`src/include/dso_pkg.sv`:
```
// Constants, types and helpers for the drive status-output block.
// Assumes one 25 MHz clock and an AHB-Lite master with word accesses only.
//
// Contract
// RL1 - Overload warning A follows current above threshold
// RL2 - Overload warning B, own independent threshold
// RL3 - Overload compared while powering and regenerating
// RL4 - Both overload thresholds reset to 100%
// RL5 - Open-collector outputs are active low
// RL6 - Deviation warning when absolute PID error exceeds level
// RL7 - Deviation level resets to 3%
// RL8 - Alarm holds through trip, clears with it
// RL9 - Alarm routable anywhere; relay carries it by default
// RL10 - Normally-closed relay energizes after power-up, drops on trip
// RL11 - Normally-open relay energizes only on trip
// RL12 - Alarm follows the fault by 300 ms
// RL13 - Overtorque warning while torque exceeds its level
// RL14 - Overtorque only meaningful in sensorless vector mode
// RL15 - Lift controller stops braking on overtorque
// RL16 - Comparisons refresh once per control update
package dso_pkg;

  // ****************************************
  // Timing
  // ****************************************
  localparam int unsigned CLK_HZ = 25_000_000;
  localparam int unsigned ALARM_DELAY_MS = 300;
  localparam int unsigned POWERUP_MAX_MS = 2000;
  localparam int unsigned ALARM_DELAY_CYCLES = ALARM_DELAY_MS * (CLK_HZ / 1000);
  localparam int unsigned POWERUP_CYCLES = POWERUP_MAX_MS * (CLK_HZ / 1000);

  // ****************************************
  // Register map (byte offsets)
  // ****************************************
  localparam logic [7:0] REG_CTRL = 8'h00;
  localparam logic [7:0] REG_OL_A = 8'h04;
  localparam logic [7:0] REG_OL_B = 8'h08;
  localparam logic [7:0] REG_DEV = 8'h0c;
  localparam logic [7:0] REG_OTQ = 8'h10;
  localparam logic [7:0] REG_STATUS = 8'h14;
  localparam logic [7:0] REG_INT_STATUS = 8'h18;
  localparam logic [7:0] REG_INT_MASK = 8'h1c;

  // ****************************************
  // Option codes (decimal codes held in binary)
  // ****************************************
  localparam logic [7:0] OPT_OVERLOAD_A = 8'h03;
  localparam logic [7:0] OPT_DEVIATION = 8'h04;
  localparam logic [7:0] OPT_ALARM = 8'h05;
  localparam logic [7:0] OPT_OVERTORQUE = 8'h07;
  localparam logic [7:0] OPT_OVERLOAD_B = 8'h1a;
  localparam logic [3:0] METHOD_SENSORLESS_VECTOR = 4'h3;

  // ****************************************
  // Reset values (levels in 0.1 % of rated, torque in %)
  // ****************************************
  localparam logic [15:0] RST_OL_LEVEL = 16'h03e8;
  localparam logic [15:0] RST_DEV_LEVEL = 16'h001e;
  localparam logic [31:0] RST_OTQ_LEVELS = 32'h64646464;
  localparam logic [7:0] RST_OC0_FUNC = OPT_OVERLOAD_A;
  localparam logic [7:0] RST_OC1_FUNC = OPT_DEVIATION;
  localparam logic [7:0] RST_RELAY_FUNC = OPT_ALARM;
  localparam logic RST_RELAY_NC = 1'b1;
  localparam logic [3:0] RST_METHOD = 4'h0;

  // ****************************************
  // Field positions
  // ****************************************
  localparam int unsigned CTRL_OC1_LSB = 8;
  localparam int unsigned CTRL_RELAY_LSB = 16;
  localparam int unsigned CTRL_NC_BIT = 24;
  localparam int unsigned CTRL_METHOD_LSB = 28;
  localparam int unsigned EV_OL_A = 0;
  localparam int unsigned EV_OL_B = 1;
  localparam int unsigned EV_DEV = 2;
  localparam int unsigned EV_ALARM = 3;
  localparam int unsigned EV_OTQ = 4;
  localparam int unsigned EV_COUNT = 5;

  // ****************************************
  // Types
  // ****************************************
  typedef struct packed {
    logic [15:0] current;
    logic [15:0] setpoint;
    logic [15:0] process;
    logic [7:0] torque;
    logic [1:0] quadrant;
  } dso_meas_type;

  typedef struct packed {
    logic [7:0] oc0_func;
    logic [7:0] oc1_func;
    logic [7:0] relay_func;
    logic relay_nc;
    logic [3:0] method;
  } dso_ctrl_type;

  function automatic logic [15:0] dso_abs_diff(input logic [15:0] a, input logic [15:0] b);
    dso_abs_diff = (a > b) ? (a - b) : (b - a);
  endfunction

endpackage

```
`src/hdl/dso_cmp.sv`:
```
// Threshold comparator refreshed on each control update strobe.
// Assumes value and level are unsigned and stable at the strobe.
`timescale 1ns/1ps
module dso_cmp #(parameter int unsigned WIDTH = 16)
(
  // Clock and reset
  input wire logic hclk,
  input wire logic hresetn,
  // Compare
  input wire logic update,
  input wire logic [WIDTH-1:0] value,
  input wire logic [WIDTH-1:0] level,
  output logic above
);

  always_ff @(posedge hclk or negedge hresetn)
  begin
    if (!hresetn)
      above <= 1'b0;
    else if (update)
      above <= value > level; // [RL16]
  end

endmodule // dso_cmp

```
`src/hdl/dso_delay.sv`:
```
// On-delay: done rises after level_in has been high for COUNT edges.
// Drops one edge after level_in falls.
`timescale 1ns/1ps
module dso_delay #(parameter int unsigned COUNT = 16)
(
  // Clock and reset
  input wire logic hclk,
  input wire logic hresetn,
  // Delay
  input wire logic level_in,
  output logic done
);

  localparam int unsigned WIDTH = $clog2(COUNT + 1);
  logic [WIDTH-1:0] count;
  wire at_end = (count == WIDTH'(COUNT - 1));

  always_ff @(posedge hclk or negedge hresetn)
  begin
    if (!hresetn)
    begin
      count <= '0;
      done <= 1'b0;
    end
    else if (!level_in)
    begin
      count <= '0;
      done <= 1'b0;
    end
    else if (!done)
    begin
      if (at_end)
        done <= 1'b1;
      else
        count <= count + WIDTH'(1);
    end
  end

endmodule // dso_delay

```
`src/hdl/dso_top.sv`:
```
// Drive status outputs: overload, deviation, alarm, overtorque and relay.
// Assumes an AHB-Lite master, a control update strobe and synchronous inputs.
//
// Decided for this implementation: the placing of the registers and register access over AHB-Lite.
`timescale 1ns/1ps
module dso_top #(
  parameter int unsigned ALARM_DELAY = dso_pkg::ALARM_DELAY_CYCLES,
  parameter int unsigned POWERUP_DELAY = dso_pkg::POWERUP_CYCLES
)
(
  // Clock and reset
  input wire logic hclk,
  input wire logic hresetn,
  // AHB-Lite slave
  input wire logic hsel,
  input wire logic [31:0] haddr,
  input wire logic [1:0] htrans,
  input wire logic hwrite,
  input wire logic [2:0] hsize,
  input wire logic [31:0] hwdata,
  input wire logic hready,
  output logic [31:0] hrdata,
  output logic hreadyout,
  output logic hresp,
  // Drive measurements
  input wire logic ctrl_update,
  input wire dso_pkg::dso_meas_type meas,
  input wire logic trip_state,
  // Terminals
  output logic [1:0] oc_out_n,
  output logic relay_coil,
  // Interrupt
  output logic irq
);
  import dso_pkg::*;

  // ****************************************
  // Registers
  // ****************************************
  dso_ctrl_type ctrl;
  logic [15:0] ol_a_level;
  logic [15:0] ol_b_level;
  logic [15:0] dev_level;
  logic [31:0] otq_levels;
  logic [EV_COUNT-1:0] int_status;
  logic [EV_COUNT-1:0] int_mask;
  logic [EV_COUNT-1:0] fn_prev;

  // ****************************************
  // Bus address phase
  // ****************************************
  logic ap_write;
  logic [7:0] ap_addr;
  wire ap_take = hsel & htrans[1] & hready;
  wire wr_en = ap_write;
  wire wr_ctrl = wr_en && (ap_addr == REG_CTRL);
  wire wr_ol_a = wr_en && (ap_addr == REG_OL_A);
  wire wr_ol_b = wr_en && (ap_addr == REG_OL_B);
  wire wr_dev = wr_en && (ap_addr == REG_DEV);
  wire wr_otq = wr_en && (ap_addr == REG_OTQ);
  wire wr_istat = wr_en && (ap_addr == REG_INT_STATUS);
  wire wr_imask = wr_en && (ap_addr == REG_INT_MASK);

  // ****************************************
  // Functions
  // ****************************************
  logic ol_a;
  logic ol_b;
  logic dev;
  logic otq_raw;
  logic trip_alarm;
  logic powered_up;
  wire [15:0] pid_error = dso_abs_diff(meas.setpoint, meas.process); // [RL6]
  wire [7:0] otq_level = otq_levels[8 * meas.quadrant +: 8];
  wire slv_mode = (ctrl.method == METHOD_SENSORLESS_VECTOR);
  wire overtorque_warn = otq_raw & slv_mode; // [RL14]
  wire [EV_COUNT-1:0] fn_vec = {overtorque_warn, trip_alarm, dev, ol_b, ol_a};

  // Regen state (meas.quadrant) only picks the overtorque level: overload detection never depends on it
  dso_cmp #(.WIDTH(16)) u_ol_a (
    .hclk(hclk), .hresetn(hresetn), .update(ctrl_update),
    .value(meas.current), .level(ol_a_level), .above(ol_a)); // [RL1] [RL3]
  dso_cmp #(.WIDTH(16)) u_ol_b (
    .hclk(hclk), .hresetn(hresetn), .update(ctrl_update),
    .value(meas.current), .level(ol_b_level), .above(ol_b)); // [RL2] [RL3]
  dso_cmp #(.WIDTH(16)) u_dev (
    .hclk(hclk), .hresetn(hresetn), .update(ctrl_update),
    .value(pid_error), .level(dev_level), .above(dev)); // [RL6]
  dso_cmp #(.WIDTH(8)) u_otq (
    .hclk(hclk), .hresetn(hresetn), .update(ctrl_update),
    .value(meas.torque), .level(otq_level), .above(otq_raw)); // [RL13]
  dso_delay #(.COUNT(ALARM_DELAY)) u_alarm (
    .hclk(hclk), .hresetn(hresetn), .level_in(trip_state), .done(trip_alarm)); // [RL8] [RL12]
  dso_delay #(.COUNT(POWERUP_DELAY)) u_powerup (
    .hclk(hclk), .hresetn(hresetn), .level_in(1'b1), .done(powered_up)); // [RL10]

  // Unknown option codes leave the terminal inactive
  function automatic logic fn_select(input logic [7:0] code, input logic [EV_COUNT-1:0] fv);
    if (code == OPT_OVERLOAD_A)
      fn_select = fv[EV_OL_A];
    else if (code == OPT_OVERLOAD_B)
      fn_select = fv[EV_OL_B];
    else if (code == OPT_DEVIATION)
      fn_select = fv[EV_DEV];
    else if (code == OPT_ALARM)
      fn_select = fv[EV_ALARM];
    else if (code == OPT_OVERTORQUE)
      fn_select = fv[EV_OTQ];
    else
      fn_select = 1'b0;
  endfunction

  wire sel_oc0 = fn_select(ctrl.oc0_func, fn_vec); // [RL9]
  wire sel_oc1 = fn_select(ctrl.oc1_func, fn_vec); // [RL9]
  wire relay_fn = fn_select(ctrl.relay_func, fn_vec); // [RL9]
  wire next_relay_coil = ctrl.relay_nc ? (powered_up & ~relay_fn) : relay_fn; // [RL10] [RL11]
  wire [EV_COUNT-1:0] ev_rise = fn_vec & ~fn_prev;
  wire [EV_COUNT-1:0] ev_clear = wr_istat ? hwdata[EV_COUNT-1:0] : '0;
  // Set wins over a simultaneous write-one-to-clear
  wire [EV_COUNT-1:0] next_int_status = (int_status & ~ev_clear) | ev_rise;

  // ****************************************
  // Read decode
  // ****************************************
  wire [31:0] rd_ctrl = {ctrl.method, 3'h0, ctrl.relay_nc, ctrl.relay_func, ctrl.oc1_func, ctrl.oc0_func};
  wire [31:0] rd_status = {25'h0, trip_state, relay_coil, fn_vec};
  logic [31:0] rd_mux;
  always_comb
  begin
    if (haddr[7:0] == REG_CTRL)
      rd_mux = rd_ctrl;
    else if (haddr[7:0] == REG_OL_A)
      rd_mux = {16'h0, ol_a_level};
    else if (haddr[7:0] == REG_OL_B)
      rd_mux = {16'h0, ol_b_level};
    else if (haddr[7:0] == REG_DEV)
      rd_mux = {16'h0, dev_level};
    else if (haddr[7:0] == REG_OTQ)
      rd_mux = otq_levels;
    else if (haddr[7:0] == REG_STATUS)
      rd_mux = rd_status;
    else if (haddr[7:0] == REG_INT_STATUS)
      rd_mux = {27'h0, int_status};
    else if (haddr[7:0] == REG_INT_MASK)
      rd_mux = {27'h0, int_mask};
    else
      rd_mux = 32'h0;
  end
  wire addr_in_map = (haddr[31:8] == 24'h0);

  // ****************************************
  // Bus slave
  // ****************************************
  // Read data is sampled at the address phase; zero wait states throughout
  always_ff @(posedge hclk or negedge hresetn)
  begin
    if (!hresetn)
    begin
      ap_write <= 1'b0;
      ap_addr <= 8'h0;
      hrdata <= 32'h0;
      hreadyout <= 1'b0;
      hresp <= 1'b0;
    end
    else
    begin
      ap_write <= ap_take & hwrite & addr_in_map;
      ap_addr <= haddr[7:0];
      hrdata <= (ap_take & ~hwrite & addr_in_map) ? rd_mux : 32'h0;
      hreadyout <= 1'b1;
      hresp <= 1'b0;
    end
  end

  // ****************************************
  // Configuration registers
  // ****************************************
  always_ff @(posedge hclk or negedge hresetn)
  begin
    if (!hresetn)
    begin
      ctrl <= '{RST_OC0_FUNC, RST_OC1_FUNC, RST_RELAY_FUNC, RST_RELAY_NC, RST_METHOD}; // [RL9]
      ol_a_level <= RST_OL_LEVEL; // [RL4]
      ol_b_level <= RST_OL_LEVEL; // [RL4]
      dev_level <= RST_DEV_LEVEL; // [RL7]
      otq_levels <= RST_OTQ_LEVELS;
      int_mask <= '0;
    end
    else
    begin
      if (wr_ctrl)
        ctrl <= '{hwdata[7:0], hwdata[CTRL_OC1_LSB +: 8], hwdata[CTRL_RELAY_LSB +: 8],
                  hwdata[CTRL_NC_BIT], hwdata[CTRL_METHOD_LSB +: 4]};
      if (wr_ol_a)
        ol_a_level <= hwdata[15:0];
      if (wr_ol_b)
        ol_b_level <= hwdata[15:0];
      if (wr_dev)
        dev_level <= hwdata[15:0];
      if (wr_otq)
        otq_levels <= hwdata;
      if (wr_imask)
        int_mask <= hwdata[EV_COUNT-1:0];
    end
  end

  // ****************************************
  // Terminals and interrupt
  // ****************************************
  always_ff @(posedge hclk or negedge hresetn)
  begin
    if (!hresetn)
    begin
      oc_out_n <= 2'b11;
      relay_coil <= 1'b0;
      int_status <= '0;
      fn_prev <= '0;
      irq <= 1'b0;
    end
    else
    begin
      oc_out_n <= {~sel_oc1, ~sel_oc0}; // [RL5]
      relay_coil <= next_relay_coil; // [RL10] [RL11]
      int_status <= next_int_status;
      fn_prev <= fn_vec;
      irq <= |(next_int_status & int_mask);
    end
  end

  // Helper: edges the trip input has been held high
  logic [31:0] trip_hold;
  always_ff @(posedge hclk or negedge hresetn)
  begin
    if (!hresetn)
      trip_hold <= 32'h0;
    else
      trip_hold <= trip_state ? trip_hold + 32'h1 : 32'h0;
  end
endmodule // dso_top

```
`config.mk`:
```
export PLATFORM = sky130hd
export DESIGN_NAME = dso_top
export DESIGN_NICKNAME = d
export VERILOG_FILES = /design/src/include/dso_pkg.sv /design/src/hdl/dso_cmp.sv /design/src/hdl/dso_delay.sv /design/src/hdl/dso_top.sv
export SDC_FILE = /design/constraint.sdc
export NUM_CORES = 1
export LEC_CHECK = 0
export BUFFER_PORTS_ARGS = -buffer_cell sky130_fd_sc_hd__buf_2
export CAP_MARGIN = 30
export CORE_MARGIN = 2
export CORE_UTILIZATION = 45
export DETAILED_ROUTE_END_ITERATION = 16
export PLACE_DENSITY_LB_ADDON = 0.12
export SLEW_MARGIN = 30
export SYNTH_ARGS = -nofsm -noshare
export SYNTH_HDL_FRONTEND = slang
export SYNTH_SLANG_ARGS = --single-unit
```
`constraint.sdc`:
```
create_clock -name hclk -period 6.3 [get_ports hclk]
set_input_delay 1.26 -clock hclk [delete_from_list [all_inputs] [get_ports hclk]]
set_output_delay 1.26 -clock hclk [all_outputs]
set_load 0.02 [all_outputs]
```
==> impl_metrics.json <==
{
  "status": "complete, no violations",
  "power_per_cell_area_nw_per_um2": 222,
  "track_usage_pct": 22.1,
  "relSlewSlack_pct": 38.7,
  "grt_pass1_wl_um": 50900,
  "period_needed_ns": 4.53,
  "firstDrtPassIters": 5,
  "synth_ff_type": "dfrtp_1",
  "dr.first_iter.drc_count": 552,
  "fin_crit_sh_pct": 72.0,
  "setup_viol": 0,
  "p_seq_share_pct": 45.4,
  "gp_congestion": 0.832,
  "initial_utilization_pct": 45.6,
  "fp.coreArea_um2": 27800,
  "clock_power_share_pct": 42.9,
  "fin_worst_skew_ns": 0.00815,
  "mostFrequentLayoutCell": "dfrtp_1",
  "vias": 9546,
  "ctsHoldBuffers": 0,
  "cts_resized": 0,
  "cts_tree": "yes",
  "drc": 0,
  "grt_pass1_vias": 9399,
  "cts_buffer_depth": 3,
  "synth_compound_area_share_pct": 12.1,
  "yosysSeqAreaShare_pct": 44.8,
  "required_ns": 6.68,
  "cts_root_buffer": "clkbuf_16",
  "ir_drop_mv": 0.162,
  "synth_fp_nets": 1444,
  "crit_path_end_kind": "register",
  "finalSetupTns_ns": 0,
  "synth_xor_area_share_pct": 4.08,
  "clk_latency_ns": 0.51,
  "hp-class": "register to register",
  "die-area_um2": 29500,
  "worst_slew_pin_slew_ns": 0.920,
  "syn_to_final_growth_pct": 16.0,
  "placementRows": 61,
  "crit_path_start_kind": "input pin",
  "synth_cell_type_count": 70,
  "dpl_cell_area_um2": 13900,
  "timing.setup.critical_path_class": "input pin to register",
  "stdcell_area_um2": 14700,
  "antenna_left": 0,
  "synth_top_family_by_area": "simple AND/OR/NAND/NOR gates",
  "die_w_um": 172,
  "synthCells": 1219,
  "place_hpwl_um": 24200,
  "pin_count": 172,
  "cts_made_buffers": 24,
  "synth-seq-cells": 225,
  "switching_share_pct": 24.9,
  "p_leak_nw": 6.98,
  "synthAdderAreaFrac_pct": 9.10,
  "port_buffers": 166,
  "crit_fanout": 22,
  "antenna_found_initial": 8,
  "drive_above_1_share_pct": 25.9,
  "drv_cap": 0,
  "yosysWarnings": 0,
  "synth_edf_count": 0,
  "rsz0062_at_grt": "no",
  "maxSlewViolCount": 0,
  "cp.arrival_ns": 4.92,
  "synth.mux.area_fraction_pct": 11.3,
  "post_cts_buffers": 0,
  "grt_max_degree": 119,
  "avgSynthCellArea_um2": 10.4,
  "pwr-share-comb_pct": 11.7,
  "grt_overflow": 0,
  "max_clock_freq_mhz": 221,
  "die_h_um": 172,
  "syn-cell-area_um2": 12700,
  "p_sw_uw": 814,
  "internal_power_mw": 2.46,
  "wl_per_cell_um": 18.2,
  "vias_per_cell": 5.37,
  "synthArstFlopShare_pct": 100,
  "hold_viol": 0,
  "nNetsFinal": 1601,
  "drt-total-wl_um": 32400,
  "cts_sinks": 225,
  "clk_pin_slew_worst_paths_ns": 0.06,
  "synthSimpleGateAreaFrac_pct": 13.8,
  "nFillCells": 2602,
  "cts.htree.levels": 1,
  "mostFrequentLayoutCells": "dfrtp_1 (189), buf_2 (165), inv_1 (102), nand2_1 (102), ha_1 (89)"
}
==> cells in the mapped netlist (5+ instances only) <==
cell / count / area [µm²]
dfrtp_1: 189 / 4730
inv_1: 102 / 383
nand2_1: 102 / 383
ha_1: 89 / 1110
nor2_1: 85 / 319
o21ai_0: 78 / 390
mux2_2: 70 / 788
a21oi_1: 50 / 250
dfstp_2: 36 / 946
nand4_1: 34 / 213
xor2_1: 31 / 272
a22oi_1: 29 / 218
nand3_1: 29 / 145
xnor2_1: 28 / 245
buf_2: 25 / 125
mux4_2: 23 / 518
nor3_1: 18 / 90.1
nor2b_1: 14 / 87.6
a21o_1: 12 / 90.1
clkbuf_1: 11 / 41.3
mux2i_1: 11 / 110
nor4_1: 11 / 68.8
o21a_1: 11 / 82.6
a211oi_1: 9 / 67.6
and3_1: 9 / 56.3
nand2b_1: 9 / 56.3
o211ai_1: 8 / 60.1
a2111oi_0: 6 / 52.6
a31oi_1: 6 / 37.5
a221oi_1: 5 / 43.8
and2_1: 5 / 31.3
buf_1: 5 / 18.8
or3_1: 5 / 31.3
==> path summary, 6_finish.rpt <==
path	startpoint	end	slack, ns	depth (start not counted)
max in group asynchronous	hresetn	u_powerup.count[24]$_DFFE_PN0P_	4.53	2
worst max-delay path	meas[26]	u_dev.above$_DFFE_PN0P_	1.77	18
worst min register to register	fn_prev[4]$_DFF_PN0_	int_status[4]$_DFF_PN0_	0.47	1
worst min-delay path	fn_prev[4]$_DFF_PN0_	int_status[4]$_DFF_PN0_	0.47	1
worst max register to register	ap_addr[5]$_DFF_PN0_	ctrl[9]$_DFFE_PN0P_	3.91	5
min in group asynchronous	hresetn	ap_addr[3]$_DFF_PN0_	0.64	1
==> routing by layer <==
layer  wire length [µm]  GRT usage (%)
met1              14900           30.6
met2              14900           36.2
met3               1960           3.87
met4                626           5.59
met5                 38              0
==> worst max-delay path: stages <==
cell and delay [ns]:
buf_2 0.10, inv_1 0.05, ha_1 0.16, inv_1 0.06, fa_1 0.41, a211oi_1 0.31, o211ai_1 0.16, a21oi_1 0.32
a21oi_4 0.25, nor3_1 0.27, a31oi_1 0.09, xor2_1 0.20, ha_1 0.31, nand4_1 0.12, or3_1 0.36, o2111ai_1 0.11
nor2_1 0.05, a2111oi_0 0.33
==> final cells by class <==
class | instances | area, µm² | share of cell area (%)
clock buffers | 38 | 724 | 4.93
inverters | 102 | 383 | 2.60
multi-input cells | 846 | 6420 | 43.7
repair buffers | 177 | 951 | 6.47
diodes | 5 | 12.5 | 0.0851
flip-flops and latches | 225 | 5680 | 38.6
well taps | 378 | 473 | 3.22
clock inverters | 6 | 58.8 | 0.400
==> sequential cells by signal (all words and copies together), names as in the netlist, 2 cells and up <==
name	flops
ap_addr	8
ctrl	29
dev_level	16
fn_prev	5
hrdata	32
int_mask	5
int_status	5
oc_out_n	2
ol_a_level	16
ol_b_level	16
otq_levels	32
u_alarm.count	23
u_powerup.count	26
==> kinds of logic (layout without fill, tap and decap cells) <==
group	count (synthesis)	after routing
other	2	7
muxes	106	106
AOI/OAI and AO/OA	242	242
and+or+nand+nor	346	346
adders and majority gates	91	91
DFF	225	225
xor gates and xnor gates	59	59
buffers and inverters	148	323
==> power by group through the flow <==
stage          clock (mW)  sequential [mW]  combinational (mW)
6_report             1.40             1.49               0.382
4_1_cts              1.43             1.48               0.385
2_1_floorplan           0             1.50               0.235
3_3_place_gp            0             1.51               0.376
5_1_grt              1.48             1.49               0.433
3_5_place_dp            0             1.51               0.384
==> per-stage QoR <==
step                      std cells  hold WS, ns  setup slack [ns]  utilization (%)  total power, mW
final                          1777        0.466              1.77             52.9             3.27
after global routing           1774        0.472              1.37             52.9             3.40
after CTS                      1771        0.460              1.78             52.8             3.30
after detailed placement       1727        0.452              1.24             50.0             1.89
after global placement         1725        0.440              1.08             49.8             1.89
after floorplan                1219        0.410              1.84                -             1.74
Note: power is estimated with default switching activity, not from simulation.
